### src/logic/smps_pkg.sv
// Constants shared by the stop-mode power sequencer.
// Assumes a 32-bit AXI4-Lite register bus and a single 250 MHz clock.
package smps_pkg;

	// Register byte addresses.
	localparam logic [7:0] CTRL_ADDR   = 8'h00;
	localparam logic [7:0] STATUS_ADDR = 8'h04;
	localparam logic [7:0] ACK_ADDR    = 8'h08;

	// Control register field positions.
	localparam int CTRL_STOPEN  = 0;
	localparam int CTRL_DEEPSEL = 1;
	localparam int CTRL_DBGEN   = 2;
	localparam int CTRL_LVDEN   = 3;
	localparam int CTRL_LVDSTOP = 4;
	localparam int CTRL_OSCKEEP = 5;
	localparam int CTRL_ADCACK  = 6;
	localparam int CTRL_WIDTH   = 7;
	localparam logic [CTRL_WIDTH-1:0] CTRL_RESET = 7'h00;

	// Status register field positions.
	localparam int STAT_MODE_LO = 0;
	localparam int STAT_MODE_HI = 1;
	localparam int STAT_WAKEFLG = 2;
	localparam int STAT_PINLAT  = 3;

	// Acknowledge register field position.
	localparam int ACK_RELEASE = 0;

	// AXI response codes.
	localparam logic [1:0] RESP_OKAY   = 2'h0;
	localparam logic [1:0] RESP_SLVERR = 2'h2;

	// Operating modes of the sequencer.
	typedef enum logic [1:0] {
		MODE_RUN   = 2'b00,
		MODE_LIGHT = 2'b01,
		MODE_DEEP  = 2'b10,
		MODE_DEBUG = 2'b11
	} smps_mode_e;

endpackage : smps_pkg

### src/logic/smps_top.sv
// Stop-mode power sequencer: picks light or deep stop, gates clocks,
// steers the regulator, pin latches and wake-up resets.
// Assumes synchronous single-cycle event inputs from the core and debug
// port, and an AXI4-Lite master that keeps one read and one write open.
`timescale 1ns/1ns
module smps_top (
	// Clock and reset.
	input  wire logic                    ref_clk,
	input  wire logic                    resetn,
	// AXI4-Lite write address and data.
	input  wire logic                    s_axi_awvalid,
	output logic                         s_axi_awready,
	input  wire logic [7:0]              s_axi_awaddr,
	input  wire logic                    s_axi_wvalid,
	output logic                         s_axi_wready,
	input  wire logic [31:0]             s_axi_wdata,
	input  wire logic [3:0]              s_axi_wstrb,
	// AXI4-Lite write response.
	output logic                         s_axi_bvalid,
	input  wire logic                    s_axi_bready,
	output logic [1:0]                   s_axi_bresp,
	// AXI4-Lite read address and data.
	input  wire logic                    s_axi_arvalid,
	output logic                         s_axi_arready,
	input  wire logic [7:0]              s_axi_araddr,
	output logic                         s_axi_rvalid,
	input  wire logic                    s_axi_rready,
	output logic [31:0]                  s_axi_rdata,
	output logic [1:0]                   s_axi_rresp,
	// Core events.
	input  wire logic                    stopInstr,
	// Wake sources.
	input  wire logic                    wakeResetPin,
	input  wire logic                    wakeIrqPin,
	input  wire logic                    wakePeriodicTimer,
	input  wire logic                    wakeLightIrq,
	input  wire logic                    wakeKeypad,
	// Debug port events.
	input  wire logic                    bgndCmd,
	input  wire logic                    debugGoCmd,
	input  wire logic                    memStatusCmd,
	// Clock gating and power control.
	output logic                         periphClkEn,
	output logic                         debugClkEn,
	output logic                         clkGenActive,
	output logic                         clkGenStandby,
	output logic                         oscRun,
	output logic                         regulatorStandby,
	output logic                         coreStandby,
	output logic                         adcStandby,
	output logic                         keypadEnable,
	output logic                         pinLatch,
	// Resets and debug answers.
	output logic                         wakeBlockReset,
	output logic                         coreReset,
	output logic                         illegalOpReset,
	output logic                         debugActive,
	output logic                         memStatusErr,
	output logic                         memStatusOk
);
	import smps_pkg::*;

	// Registers and sampled stop-entry bits.
	logic [CTRL_WIDTH-1:0] ctrl_r;
	logic                  wakeFlag_r;
	smps_mode_e            mode_r;
	smps_mode_e            mode_nxt;
	logic                  dbgSmp_r;
	logic                  lvdSmp_r;
	logic                  oscSmp_r;
	logic                  adcSmp_r;
	logic                  dbgSmp_nxt;
	logic                  lvdSmp_nxt;
	logic                  oscSmp_nxt;
	logic                  adcSmp_nxt;
	logic                  lightReq;
	logic                  deepReq;
	logic                  deepWake;
	logic                  lightRstWake;

	// Bus slave state.
	logic                  awHeld_r;
	logic                  wHeld_r;
	logic [7:0]            awAddr_r;
	logic [31:0]           wData_r;
	logic [3:0]            wStrb_r;
	logic                  wrFire;
	logic                  ackWrite;
	logic                  ctrlWrite;

	// Stop request decode from the live control bits.
	always_comb begin
		logic forceLight;
		forceLight = ctrl_r[CTRL_DBGEN]
			| (ctrl_r[CTRL_LVDEN] & ctrl_r[CTRL_LVDSTOP]);
		lightReq = stopInstr & ctrl_r[CTRL_STOPEN] & (mode_r == MODE_RUN)
			& (~ctrl_r[CTRL_DEEPSEL] | forceLight);
		deepReq = stopInstr & ctrl_r[CTRL_STOPEN] & (mode_r == MODE_RUN)
			& ctrl_r[CTRL_DEEPSEL] & ~forceLight;
	end

	// Wake decode for each stop mode.
	assign deepWake = (mode_r == MODE_DEEP)
		& (wakeResetPin | wakeIrqPin | wakePeriodicTimer);
	assign lightRstWake = (mode_r == MODE_LIGHT) & wakeResetPin;

	// Next mode.
	always_comb begin
		mode_nxt = mode_r;
		unique case (mode_r)
			MODE_RUN: begin
				if (deepReq) begin
					mode_nxt = MODE_DEEP;
				end else if (lightReq) begin
					mode_nxt = MODE_LIGHT;
				end else if (bgndCmd & ctrl_r[CTRL_DBGEN]) begin
					mode_nxt = MODE_DEBUG;
				end
			end
			MODE_LIGHT: begin
				if (wakeResetPin | wakeLightIrq | wakeKeypad
					| wakePeriodicTimer | wakeIrqPin) begin
					mode_nxt = MODE_RUN;
				end else if (bgndCmd & dbgSmp_r) begin
					mode_nxt = MODE_DEBUG;
				end
			end
			MODE_DEEP: begin
				if (deepWake) begin
					mode_nxt = MODE_RUN;
				end
			end
			MODE_DEBUG: begin
				if (debugGoCmd) begin
					mode_nxt = MODE_RUN;
				end
			end
		endcase
	end

	// Samples of the mode bits taken at the stop instruction.
	always_comb begin
		dbgSmp_nxt = dbgSmp_r;
		lvdSmp_nxt = lvdSmp_r;
		oscSmp_nxt = oscSmp_r;
		adcSmp_nxt = adcSmp_r;
		if (lightReq | deepReq) begin
			dbgSmp_nxt = ctrl_r[CTRL_DBGEN];
			lvdSmp_nxt = ctrl_r[CTRL_LVDEN] & ctrl_r[CTRL_LVDSTOP];
			oscSmp_nxt = ctrl_r[CTRL_OSCKEEP];
			adcSmp_nxt = ctrl_r[CTRL_ADCACK];
		end
	end

	// Mode and sample registers.
	always_ff @(posedge ref_clk) begin
		if (!resetn) begin
			mode_r   <= MODE_RUN;
			dbgSmp_r <= 1'b0;
			lvdSmp_r <= 1'b0;
			oscSmp_r <= 1'b0;
			adcSmp_r <= 1'b0;
		end else begin
			mode_r   <= mode_nxt;
			dbgSmp_r <= dbgSmp_nxt;
			lvdSmp_r <= lvdSmp_nxt;
			oscSmp_r <= oscSmp_nxt;
			adcSmp_r <= adcSmp_nxt;
		end
	end

	// Power and clock outputs follow the next mode; reset looks like run.
	always_ff @(posedge ref_clk) begin
		unique case (resetn ? mode_nxt : MODE_RUN)
			MODE_LIGHT: begin
				periphClkEn      <= 1'b0;
				debugClkEn       <= dbgSmp_nxt;
				clkGenActive     <= dbgSmp_nxt;
				clkGenStandby    <= ~dbgSmp_nxt;
				oscRun           <= dbgSmp_nxt | oscSmp_nxt;
				regulatorStandby <= ~(dbgSmp_nxt
					| lvdSmp_nxt);
				coreStandby      <= 1'b1;
				adcStandby       <= ~adcSmp_nxt;
				keypadEnable     <= 1'b1;
			end
			MODE_DEEP: begin
				periphClkEn      <= 1'b0;
				debugClkEn       <= 1'b0;
				clkGenActive     <= 1'b0;
				clkGenStandby    <= 1'b0;
				oscRun           <= 1'b0;
				regulatorStandby <= 1'b1;
				coreStandby      <= 1'b1;
				adcStandby       <= 1'b1;
				keypadEnable     <= 1'b0;
			end
			MODE_RUN, MODE_DEBUG: begin
				periphClkEn      <= 1'b1;
				debugClkEn       <= 1'b1;
				clkGenActive     <= 1'b1;
				clkGenStandby    <= 1'b0;
				oscRun           <= 1'b1;
				regulatorStandby <= 1'b0;
				coreStandby      <= 1'b0;
				adcStandby       <= 1'b0;
				keypadEnable     <= 1'b1;
			end
		endcase
	end

	// Reset pulses for the core and the blocks emptied by deep stop.
	always_ff @(posedge ref_clk) begin
		wakeBlockReset <= resetn & deepWake;
		coreReset      <= resetn & (deepWake | lightRstWake);
		illegalOpReset <= resetn & stopInstr & ~ctrl_r[CTRL_STOPEN]
			& (mode_r == MODE_RUN);
	end

	// Debug port answers: restricted while stopped, full in debug mode.
	always_ff @(posedge ref_clk) begin
		if (!resetn) begin
			debugActive  <= 1'b0;
			memStatusErr <= 1'b0;
			memStatusOk  <= 1'b0;
		end else begin
			debugActive  <= (mode_nxt == MODE_DEBUG);
			memStatusErr <= memStatusCmd & ((mode_r == MODE_LIGHT)
				| (mode_r == MODE_DEEP));
			memStatusOk  <= memStatusCmd & ((mode_r == MODE_RUN)
				| (mode_r == MODE_DEBUG));
		end
	end

	// Write decode.
	assign wrFire    = awHeld_r & wHeld_r & ~s_axi_bvalid;
	assign ackWrite  = wrFire & (awAddr_r == ACK_ADDR) & wStrb_r[0]
		& wData_r[ACK_RELEASE];
	assign ctrlWrite = wrFire & (awAddr_r == CTRL_ADDR) & wStrb_r[0];

	// Control register; light stop keeps it, deep wake clears it.
	always_ff @(posedge ref_clk) begin
		if (!resetn) begin
			ctrl_r <= CTRL_RESET;
		end else if (deepWake) begin
			ctrl_r <= CTRL_RESET;
		end else if (ctrlWrite) begin
			ctrl_r <= wData_r[CTRL_WIDTH-1:0];
		end
	end

	// Wake flag and pin latch; a deep event wins over an acknowledge.
	always_ff @(posedge ref_clk) begin
		if (!resetn) begin
			wakeFlag_r <= 1'b0;
			pinLatch   <= 1'b0;
		end else begin
			if (deepWake) begin
				wakeFlag_r <= 1'b1;
			end else if (ackWrite) begin
				wakeFlag_r <= 1'b0;
			end
			if (deepReq | deepWake) begin
				pinLatch <= 1'b1;
			end else if (ackWrite) begin
				pinLatch <= 1'b0;
			end
		end
	end

	// Write channel: address and data taken in either order.
	always_ff @(posedge ref_clk) begin
		if (!resetn) begin
			awHeld_r     <= 1'b0;
			wHeld_r      <= 1'b0;
			awAddr_r     <= 8'h00;
			wData_r      <= 32'h0000_0000;
			wStrb_r      <= 4'h0;
			s_axi_bvalid <= 1'b0;
			s_axi_bresp  <= RESP_OKAY;
		end else begin
			if (s_axi_awvalid & s_axi_awready) begin
				awHeld_r <= 1'b1;
				awAddr_r <= s_axi_awaddr;
			end
			if (s_axi_wvalid & s_axi_wready) begin
				wHeld_r <= 1'b1;
				wData_r <= s_axi_wdata;
				wStrb_r <= s_axi_wstrb;
			end
			if (wrFire) begin
				awHeld_r     <= 1'b0;
				wHeld_r      <= 1'b0;
				s_axi_bvalid <= 1'b1;
				s_axi_bresp  <= ((awAddr_r == CTRL_ADDR)
					| (awAddr_r == ACK_ADDR)) ? RESP_OKAY : RESP_SLVERR;
			end else if (s_axi_bvalid & s_axi_bready) begin
				s_axi_bvalid <= 1'b0;
			end
		end
	end

	// Write ready is offered only while a slot is free.
	always_ff @(posedge ref_clk) begin
		if (!resetn) begin
			s_axi_awready <= 1'b0;
			s_axi_wready  <= 1'b0;
		end else begin
			s_axi_awready <= ~awHeld_r & ~(s_axi_awvalid & s_axi_awready)
				& ~s_axi_bvalid;
			s_axi_wready  <= ~wHeld_r & ~(s_axi_wvalid & s_axi_wready)
				& ~s_axi_bvalid;
		end
	end

	// Read channel: one cycle from address to data.
	always_ff @(posedge ref_clk) begin
		if (!resetn) begin
			s_axi_arready <= 1'b0;
			s_axi_rvalid  <= 1'b0;
			s_axi_rdata   <= 32'h0000_0000;
			s_axi_rresp   <= RESP_OKAY;
		end else begin
			s_axi_arready <= ~s_axi_rvalid & ~(s_axi_arvalid & s_axi_arready);
			if (s_axi_arvalid & s_axi_arready) begin
				s_axi_rvalid <= 1'b1;
				s_axi_rdata  <= 32'h0000_0000;
				s_axi_rresp  <= RESP_OKAY;
				unique case (s_axi_araddr)
					CTRL_ADDR: s_axi_rdata[CTRL_WIDTH-1:0] <= ctrl_r;
					STATUS_ADDR: begin
						s_axi_rdata[STAT_MODE_HI:STAT_MODE_LO] <= mode_r;
						s_axi_rdata[STAT_WAKEFLG] <= wakeFlag_r;
						s_axi_rdata[STAT_PINLAT]  <= pinLatch;
					end
					ACK_ADDR: s_axi_rresp <= RESP_OKAY; // Reads as zero.
					default: s_axi_rresp <= RESP_SLVERR;
				endcase
			end else if (s_axi_rvalid & s_axi_rready) begin
				s_axi_rvalid <= 1'b0;
			end
		end
	end

endmodule : smps_top

### config.mk
export PLATFORM = sky130hd
export DESIGN_NAME = smps_top
export DESIGN_NICKNAME = d
export VERILOG_FILES = /design/src/logic/smps_pkg.sv /design/src/logic/smps_top.sv
export SDC_FILE = /design/constraint.sdc
export NUM_CORES = 1
export LEC_CHECK = 0
export BUFFER_PORTS_ARGS = -buffer_cell sky130_fd_sc_hd__clkbuf_2
export CORE_MARGIN = 3
export CORE_UTILIZATION = 48
export CTS_BUF_LIST = sky130_fd_sc_hd__clkbuf_8
export CTS_CLUSTER_DIAMETER = 40
export DETAILED_ROUTE_END_ITERATION = 12
export PLACE_DENSITY = 0.81
export SKIP_CTS_REPAIR_TIMING = 1
export SYNTH_ARGS = -nofsm -noshare
export SYNTH_HDL_FRONTEND = slang
export SYNTH_SLANG_ARGS = --single-unit
### constraint.sdc
create_clock -name ref_clk -period 2.7 [get_ports ref_clk]
set_clock_uncertainty 0.05 [all_clocks]
set_input_delay 0.27 -clock ref_clk [delete_from_list [all_inputs] [get_ports ref_clk]]
set_output_delay 0.27 -clock ref_clk [all_outputs]
set_load 0.01 [all_outputs]
Yosys cells after proc, flatten, opt, wreduce, memory -nomap -nowiden --
Cells that the tools add are included.
Operators by class: eq/ne operators 10, bitwise operators 64, reductions and logical operators 15, mux-type cells 32
Operators with widths (count):
- $and 1x1->1 | 34
- $mux 2 | 10
- $eq 8x4->1 const B | 2
- $logic_not 8->1 | 2
- $or 1x1->1 | 16
- $not 1->1 | 14
- $pmux 1 s3 | 4
- $mux 1 | 11
- $eq 2x2->1 const B | 5
- $reduce_or 3->1 | 3
- $eq 8x3->1 const B | 1
- $pmux 1 s2 | 4
- $pmux 2 s4 | 1
- $pmux 4 s2 | 1
- $reduce_bool 2->1 | 4
- $reduce_or 2->1 | 4
- $eq 2x1->1 const B | 2
- $logic_not 2->1 | 2
- $mux 3 | 1
Storage, ports and cells: output and inout port bits 57, bits of input ports 68, logic and storage cells 156, register bits 63

Depth between registers and ports, before layout --
Gate-level depths: netlist (run 1).
depth in word-level cells 11, gate-level depth with buffers 9, mapped depth without buffers 9

Worst setup path after synthesis (run 1) --
No wires, ideal clock.
kind flip-flop to flip-flop, start register mode_r[1], end register oscRun, library setup time 133 ps, data required time 2517 ps, stages on the path, launching flop included 10, path slack 623 ps, arrival 1893 ps, path through dfxtp_1 -> inv_1 -> ha_1 -> nand3_1 -> nor4_1 -> o21ai_0 -> and3b_1 -> ha_1 -> nor2_1 -> a31oi_1
Between the ends: longest elaborated chain between the ends 10
Ends and longest elaborated chain:
- from (decl) | RTL line smps_top.sv:66 | smps_mode_e mode_r;
- from (signal assigned) | RTL line smps_top.sv:164 | mode_r <= mode_nxt;
- $logic_not 2->1 | RTL line smps_top.sv:96, smps_top.sv:98, smps_top.sv:110
- $and 1x1->1 | RTL line smps_top.sv:96, smps_top.sv:98
- $and 1x1->1 (on tied branches) | RTL line smps_top.sv:97, smps_top.sv:99
- $mux 2 / $and 1x1->1 (equally long branches) | RTL line smps_top.sv:114, smps_top.sv:99
- $mux 2 | RTL line smps_top.sv:112 | if (deepReq) begin
- $pmux 2 s4 | RTL line smps_top.sv:110 | unique case (mode_r)
- $mux 2
- $eq 2x2->1 / $logic_not 2->1 (equally long branches) | RTL line smps_top.sv:174 | unique case (resetn ? mode_nxt : MODE_RUN)
- $reduce_or 2->1 | RTL line smps_top.sv:174
- $pmux 1 s3 (*) | RTL line smps_top.sv:174
- to (signal assigned) | RTL line smps_top.sv:180 | oscRun <= dbgSmp_nxt | oscSmp_nxt;
- to (decl) | RTL line smps_top.sv:47 | output logic oscRun,
Every way passes the cells marked *; elsewhere a longest branch is shown, timed or not. A chain may end at the register's enable or synchronous reset.

Final worst setup path (run 1) --
Ends and elaborated chain as after synthesis.

==> summary.txt, run 1 <==
Endpoints failing setup: 0
Cells after DPL: 425
FP Rows: 26
CTS clock-pin slew for the worst setup and hold paths: 0.07 ns
Reg power frac: 0.445
Reg2Reg Capture Point: oscRun
Die area: 6530 µm²
Fin. max-slew vios: 0
Worst Setup EP: oscRun
Detailed-route wire length: 5230 µm
GRT Overall Usage: 0.169
Most frequent cells after synthesis: dfxtp_1, nand2_1, buf_4
Core area: 5270 µm²
Max H-tree Level: 3
Boundary Pins: 125
Mapped Area: 2690 µm²
Post-synthesis sequential area ratio: 0.455
TritonCTS clock tree: built
Slew @ Worst Pin: 0.650 ns
Hold Slack: 0.109 ns
Ys flop type: dfxtp_1
Clk pwr share: 0.389
CTS root buf: clkbuf_8
Starting Density: 0.509
FMAX: 421 MHz
Crit-path max FO: 5
Largest net degree at the start of global routing: 42
Vias: 2094
Port Buffers: 69
Status: finished clean
LEAKAGE: 1.47 nW
Sw Share: 0.261
Antenna Nets Post-Route: 0
Count leader, synth: dfxtp_1
WL met2: 2380 µm
Hold Crit Class: primary input to flop
Max-Cap Viols: 0
Hold Fails Final Rpt: 0
Setup TNS: 0 ns
Final #Nets: 443
Residual DRC count: 0
Setup WS pre-CTS: 0.352 ns
Drt wl/cell: 11.9 µm
HPWL Detailed: 4000 µm
Metal-1 WL: 2310 µm
VDD IR max: 0.335 mV
DR vias/cell: 4.75
CP startpoint: mode_r[1]
PwrDens: 721 nW/µm²
Post-synthesis cell count: 293
Number of synthesized register bits: 61
Congestion Overflow GR: 0
Unique masters post-synth: 39
Final Power: 2.32 mW
Critical path class: flop to flop
Top sig layer: met4
Clock latency at the later pin of the worst-skew pair: 0.33 ns
Post-synthesis async set-or-reset flop share: 0
Worst EP required: 2.85 ns
Layout cells sized above 1: 0.245
Critical Path Start Type: flop
Dominant cells by area after synthesis: dfxtp_1, buf_4, nand2_1
Global-route wire length before repair: 8470 µm
Post-route insts no fill: 441
R2R cell count: 9
1st-iter DRT viols: 123
Number of global-route vias before repair: 1931
TritonCTS buffer count: 9
Critical Path End Type: flop
YS warnings: 0
Initial antenna violation count: 0
Yosys top cell area share: 0.455
Crit path time final: 2.38 ns
Sink Count: 61
Final instance area: 3220 µm²
Int Power: 1.72 mW
Area delta synth->final: 19.9%
Layout Utilization: 0.611
Post-DP Area: 2990 µm²
Die Wd: 80.8 µm
Synth area leader: dfxtp_1
Part of the cycle the worst path needs: 0.880
Maximum clock insertion buffer count: 2
Internal reg-to-reg setup slack: 0.32 ns
RSZ-0062 raised after global routing: no
FF-to-FF Start: mode_r[1]
Die height: 80.8 µm
Drt pass-1 iters: 4
Wire length on met3: 433 µm
GPL Wtd Cong: 0.764
Slew HR: 0.563
Post-synth EDFFs: 0
Setup WS post-layout: 0.325 ns
Comb power frac: 0.167
Net load switching power: 0.605 mW
Critical path arrival: 2.53 ns
Antenna cells: 0
Synth Area per Inst: 9.16 µm²
[layer usage]
metal	global-route usage	vias to the layer above
li1	-	1089
met1	0.206	921
met2	0.269	72
met3	0.0543	12
met4	0.0811	0
met5	0	-
[state kept, by name (all words and copies together), names as in the netlist, 2 cells and up]
| signal | count |
|---|---|
| wData_r | 7 |
| awAddr_r | 8 |
| ctrl_r | 7 |
| s_axi_rdata | 7 |
| mode_r | 2 |
[worst min-delay path by stage]
stage | from | endpoint | slack [ns] | depth (start not counted)
6_report | memStatusCmd | memStatusOk | 0.11 | 3
2_1_floorplan | memStatusCmd | memStatusOk | 0.34 | 2
5_1_grt | s_axi_awaddr[0] | awAddr_r[0] | 0.11 | 3
4_1_cts | memStatusCmd | memStatusOk | 0.1 | 3
3_5_place_dp | s_axi_rdata[5] | s_axi_rdata[5] | 0.40 | 2
3_3_place_gp | s_axi_rvalid | s_axi_arready | 0.39 | 1
[area by class of cell]
class	instances	area (µm²)
Inverter	7	26.3
Fill cell	502	2050
Multi-Input combinational cell	216	1300
Sequential cell	61	1220
Tap cell	70	87.6
Clock buffer	11	151
Clock inverter	5	73.8
Timing Repair Buffer	71	360
[worst max-delay path, stage by stage, from the launching register on]
cell and delay (ns):
dfxtp_1 0.43, inv_1 0.14, ha_1 0.22, nor3b_1 0.16, a41o_1 0.25, o21ai_0 0.29
and3b_1 0.24, ha_1 0.31, nor2_1 0.10, a31oi_1 0.04
[placed cells by master (no fill, tap or decap), types with 3 or more instances in the layout]
cell type   n
clkbuf_2   69
dfxtp_1    61
nand2_1    52
conb_1     27
a21boi_0   20
mux2i_1    15
nor2_1     15
clkbuf_8   11
o21ai_0    10
and2_1     10
ha_1        9
inv_1       8
nand2b_1    6
a21oi_1     5
nor3_1      4
and3_1      4
nor2b_1     4
nand3_1     3
nand3b_1    3
or3b_2      3
a21boi_1    3
[logic make-up after synthesis]
group           after synthesis  share of synthesized area
buf+inv                      42                     0.0979
other cells                   1                    0.00140
simple gates                119                      0.230
flops                        61                      0.455
compound gates               46                      0.118
fa+ha+maj                     9                     0.0419
mux                          15                     0.0559
[power by group through the flow]
stage | Sequential (mW) | Clock (mW) | Combinational, mW
floorplan | 1.08 | 0 | 0.247
global placement | 1.05 | 0 | 0.381
detailed placement | 1.05 | 0 | 0.389
CTS | 1.03 | 0.922 | 0.391
global route | 1.04 | 0.962 | 0.443
finish | 1.03 | 0.902 | 0.387
Note: power is estimated with default switching activity, not from simulation.
==> run 2, diff against run 1 <==
--- a/config.mk
+++ b/config.mk
@@ -5,7 +5,9 @@
 export SDC_FILE = /design/constraint.sdc
 export NUM_CORES = 1
 export LEC_CHECK = 0
+export ABC_AREA = 1
 export BUFFER_PORTS_ARGS = -buffer_cell sky130_fd_sc_hd__clkbuf_2
+export CAP_MARGIN = 20
 export CORE_MARGIN = 3
 export CORE_UTILIZATION = 48
 export CTS_BUF_LIST = sky130_fd_sc_hd__clkbuf_8
==> summary.txt, run 2 <==
Status: finished clean
Layout cells sized above 1: 0.233
Hold Crit Class: primary input to flop
Detailed-route wire length: 5580 µm
FMAX: 476 MHz
FP Rows: 26
Yosys top cell area share: 0.444
Top sig layer: met4
CTS clock-pin slew for the worst setup and hold paths: 0.07 ns
Worst EP required: 2.87 ns
Critical path class: flop to flop
Wire length on met3: 401 µm
Residual DRC count: 0
Max-Cap Viols: 0
Post-synthesis sequential area ratio: 0.444
Antenna cells: 0
Post-route insts no fill: 513
YS warnings: 0
Starting Density: 0.516
Drt wl/cell: 10.9 µm
FF-to-FF Start: mode_r[0]
Global-route wire length before repair: 9090 µm
CP startpoint: mode_r[0]
Hold Fails Final Rpt: 0
Synth area leader: dfxtp_1
Largest family of logic cells by synthesized area: simple AND/OR/NAND/NOR gates
RSZ-0062 raised after global routing: no
Cells after DPL: 497
Compound-cell area share of the yosys netlist: 0.0914
TritonCTS clock tree: built
Slew HR: 0.597
Vias: 2361
Post-synthesis async set-or-reset flop share: 0
Reg2Reg Capture Point: oscRun
Largest net degree at the start of global routing: 33
GRT Overall Usage: 0.176
R2R cell count: 12
Most frequent cells after synthesis: nor2_1, dfxtp_1, nand2_1
Unique masters post-synth: 27
Worst Hold Launch: s_axi_rready
Post-Synth Adder-Cell Area: 0.0409
WL met2: 2510 µm
Number of synthesized register bits: 61
Part of the cycle the worst path needs: 0.777
LEAKAGE: 1.63 nW
Hold endpoint: s_axi_rvalid
Metal-1 WL: 2510 µm
Fin. max-slew vios: 0
Number of global-route vias before repair: 2108
1st-iter DRT viols: 110
Max H-tree Level: 3
PwrDens: 808 nW/µm²
Drt pass-1 iters: 4
Commonest non-fill, non-tap cell in the layout: nor2_1
Port Buffers: 69
Mapped Area: 2750 µm²
Initial antenna violation count: 0
Congestion Overflow GR: 0
Fillcell total: 482
Crit path time final: 2.10 ns
CTS root buf: clkbuf_8
Clock latency at the later pin of the worst-skew pair: 0.34 ns
Maximum clock insertion buffer count: 2
Critical Path Start Type: flop
Post-synthesis cell count: 367
Slew @ Worst Pin: 0.604 ns
Largest Register: awAddr_r
Mux cell area share after synthesis: 0
Endpoints failing setup: 0
Die Wd: 81.7 µm
Sink Count: 61
Critical path arrival: 2.27 ns
Most frequent cells in the layout: nor2_1, clkbuf_2, dfxtp_1
Final #Nets: 515
Count leader, synth: nor2_1
GPL Wtd Cong: 0.803
Critical Path End Type: flop
Dominant cells by area after synthesis: dfxtp_1, nor2_1, nand2_1
Hold Path Depth: 2
Die area: 6680 µm²
Die height: 81.7 µm
DR vias/cell: 4.60
Post-synth EDFFs: 0
HPWL Detailed: 4300 µm
Ys flop type: dfxtp_1
Boundary Pins: 125
Simple-gate share of the synthesized area: 0.276
Crit-path max FO: 6
Area delta synth->final: 18.2%
Antenna Nets Post-Route: 0
TritonCTS buffer count: 9
Core area: 5340 µm²
Post-Synth XOR/XNOR Area: 0
Internal reg-to-reg setup slack: 0.60 ns
Max reg flops: 8
VDD IR max: 0.329 mV
Synth Area per Inst: 7.50 µm²
Setup TNS: 0 ns
run 2: power breakdown:
group          total [mW]  switching [mW]  leakage (nW)  internal (mW)
clock               0.866           0.352         0.105          0.514
combinational       0.679           0.419          1.02          0.259
sequential           1.08          0.0572         0.500           1.03
total                2.63           0.828          1.63           1.80
run 2: worst max-delay path by stage:
stage                             endpoint  slack (ns)  cells after the start
after floorplan                     oscRun        0.89                     12
after global placement              oscRun        0.68                     12
after detailed placement            oscRun        0.62                     12
after CTS                 regulatorStandby        0.60                     13
after global routing      regulatorStandby        0.35                     13
final                               oscRun        0.60                     12
run 2: kinds of logic (layout without fill, tap and decap cells):
family,Yosys count,count (layout)
buf+inv,76,126
other cells,1,27
simple gates,173,173
flops,61,61
fa+ha+maj,9,9
compound gates,47,47
run 2: worst max-delay path, cell delays in order, from the launching register on:
cell and delay, ns:
dfxtp_1 0.36, inv_1 0.17, ha_1 0.25, nand3_4 0.13
clkinv_2 0.12, nor2_2 0.04, o21ai_2 0.18, nand3_2 0.12
inv_1 0.09, ha_1 0.21, inv_1 0.05, nor2_1 0.13
a21oi_1 0.08
run 2: layout make-up:
| class | instances | area, µm² | area share |
|---|---|---|---|
| flip-flops and latches | 61 | 1220 | 0.375 |
| multi-input cells | 256 | 1230 | 0.377 |
| repair buffers | 70 | 353 | 0.108 |
| inverters | 40 | 151 | 0.0465 |
| well taps | 70 | 87.6 | 0.0269 |
| clock inverters | 7 | 90.1 | 0.0277 |
| clock buffers | 9 | 124 | 0.0381 |
run 2: per-layer routing:
metal,track usage,vias to the layer above
li1,-,1236
met1,0.224,1028
met2,0.279,83
met3,0.0395,14
met4,0.0914,0
met5,0,-
run 2: metrics by stage:
step / cell area, µm² / util / power, mW / hold WS (ns) / setup slack, ns
6_report: 3250 / 0.610 / 2.63 / 0.0722 / 0.601
5_1_grt: 3250 / 0.610 / 2.80 / 0.0602 / 0.355
4_1_cts: 3250 / 0.610 / 2.66 / 0.0590 / 0.605
3_5_place_dp: 3040 / 0.570 / 1.79 / 0.398 / 0.618
3_3_place_gp: 3040 / 0.570 / 1.76 / 0.386 / 0.683
2_1_floorplan: 2850 / - / 1.60 / 0.325 / 0.887
==> run 3, diff against run 2 <==
--- a/config.mk
+++ b/config.mk
@@ -5,7 +5,7 @@
 export SDC_FILE = /design/constraint.sdc
 export NUM_CORES = 1
 export LEC_CHECK = 0
-export ABC_AREA = 1
+export ABC_AREA = 0
 export BUFFER_PORTS_ARGS = -buffer_cell sky130_fd_sc_hd__clkbuf_2
 export CAP_MARGIN = 20
 export CORE_MARGIN = 3
==> constraint.sdc (replaced) <==
create_clock -name ref_clk -period 2.13 [get_ports ref_clk]
set_clock_uncertainty 0.05 [all_clocks]
set_input_delay 0.213 -clock ref_clk [delete_from_list [all_inputs] [get_ports ref_clk]]
set_output_delay 0.213 -clock ref_clk [all_outputs]
set_load 0.01 [all_outputs]
==> summary.txt, run 3 (same netlist as run 1, synthesis figures left out) <==
Most frequent cells in the layout: clkbuf_2, dfxtp_1, nand2_1
Area delta synth->final: 21.9%
Critical Path Stages: 10
Critical path class: flop to flop
Largest net degree at the start of global routing: 43
Critical path arrival: 2.26 ns
TritonCTS buffer count: 9
Commonest non-fill, non-tap cell in the layout: clkbuf_2
Comb power frac: 0.202
Die Wd: 80.8 µm
Hold Fails Final Rpt: 0
Largest Register: awAddr_r
Setup TNS: 0 ns
Worst path top cell family by delay: simple AND/OR/NAND/NOR gates
Status: finished clean
CTS root buf: clkbuf_8
FMAX: 490 MHz
Slowest stage delay, CP: 0.33 ns
R2R cell count: 10
Sw Share: 0.291
VDD IR max: 0.423 mV
Slowest CP cell: dfxtp_1
Global-route wire length before repair: 8940 µm
Maximum clock insertion buffer count: 2
Clk pwr share: 0.330
Layout cells sized above 1: 0.280
Max-Cap Viols: 0
Sink Count: 61
Worst path bufs/invs: 3
Vias: 2151
Layout Utilization: 0.621
TritonCTS clock tree: built
FP Rows: 26
CTS clock-pin slew for the worst setup and hold paths: 0.07 ns
Antenna cells: 0
Cells after DPL: 432
Hold Path Depth: 3
Worst EP required: 2.35 ns
Residual DRC count: 0
HPWL Detailed: 4080 µm
Starting Density: 0.509
Hold Crit Class: primary input to flop
Int Power: 1.98 mW
Crit path time final: 2.04 ns
Clock latency at the later pin of the worst-skew pair: 0.35 ns
Most used cell along the critical path: buf_4
Die area: 6530 µm²
Fin. max-slew vios: 0
PwrDens: 853 nW/µm²
Hold Slack: 0.0376 ns
Net load switching power: 0.812 mW
Number of global-route vias before repair: 1994
LEAKAGE: 1.49 nW
Crit path cell chain: inv_1 -> buf_4 -> ha_1 -> buf_4 -> a21oi_1 -> nand2_1 -> and3b_1 -> ha_4 -> nor2_1 -> a31oi_1
Setup WS post-layout: 0.0887 ns
Drt pass-1 iters: 4
Setup WS pre-CTS: -0.0269 ns
GPL Wtd Cong: 0.785
Congestion Overflow GR: 0
Critical Path End Type: flop
GRT Overall Usage: 0.181
Port Buffers: 69
Crit-path max FO: 7
Core area: 5270 µm²
Initial antenna violation count: 0
Boundary Pins: 125
Detailed-route wire length: 5570 µm
Max reg flops: 8
Antenna Nets Post-Route: 0
1st-iter DRT viols: 87
Max H-tree Level: 3
Reg power frac: 0.468
Part of the cycle the worst path needs: 0.958
Final #Nets: 450
Drt wl/cell: 12.4 µm
DR vias/cell: 4.80
Critical Path Start Type: flop
Post-route insts no fill: 448
Die height: 80.8 µm
Endpoints failing setup: 0
[run 3: cell count changes in the layout (fill, tap and decap cells not counted), moves of 4 or more]
cell      previous run  this run
nor2_1              70        15
inv_1               38         8
nand3_1             24         2
a21boi_0             0        20
mux2i_1              0        15
o21ai_0             23         8
a21oi_1             16         5
and2_1               2        10
buf_4                1         9
nand2_1             59        52
nand2b_1             0         6
nor2_2               4         0
nor2b_1              0         4
[run 3: stage by stage]
step / total power [mW] / instance area, µm²
after floorplan: 1.68 / 2780
after global placement: 1.85 / 3050
after detailed placement: 1.86 / 3050
after CTS: 2.79 / 3220
after global routing: 2.94 / 3270
final: 2.79 / 3270
[run 3: power groups by stage]
| stage | sequential, mW | combinational (mW) | clock (mW) |
|---|---|---|---|
| floorplan | 1.37 | 0.313 | 0 |
| global placement | 1.33 | 0.519 | 0 |
| detailed placement | 1.33 | 0.534 | 0 |
| CTS | 1.31 | 0.537 | 0.945 |
| global route | 1.32 | 0.631 | 0.987 |
| finish | 1.31 | 0.563 | 0.921 |
[run 3: final cells by class]
class | instances | area [µm²]
well taps | 70 | 87.6
flip-flops and latches | 61 | 1220
clock buffers | 11 | 151
repair buffers | 78 | 413
multi-input cells | 216 | 1350
fillers | 502 | 2000
clock inverters | 5 | 26.3
inverters | 7 | 26.3
[run 3: worst reg2reg max path, delay by kind of cell, from the launching register on]
family / cells / cell delay (ns)
flops: 1 / 0.33
buf+inv: 3 / 0.37
compound gates: 2 / 0.25
simple gates: 3 / 0.49
fa+ha+maj: 2 / 0.47
[run 3: metal layers]
metal	GRT usage	wire [µm]	vias to the layer above
met2	0.286	2490	81
met4	0.122	173	0
met5	0	0	-
met1	0.214	2450	950
met3	0.0510	459	13
li1	-	-	1107
[run 3: final timing paths]
| check | startpoint | endpoint | slack (ns) |
|---|---|---|---|
| setup / recovery | mode_r[1] | oscRun | 0.09 |
| hold / removal | memStatusCmd | memStatusOk | 0.04 |
| setup reg to reg | mode_r[1] | oscRun | 0.09 |
| hold reg to reg | s_axi_rvalid | s_axi_arready | 0.41 |
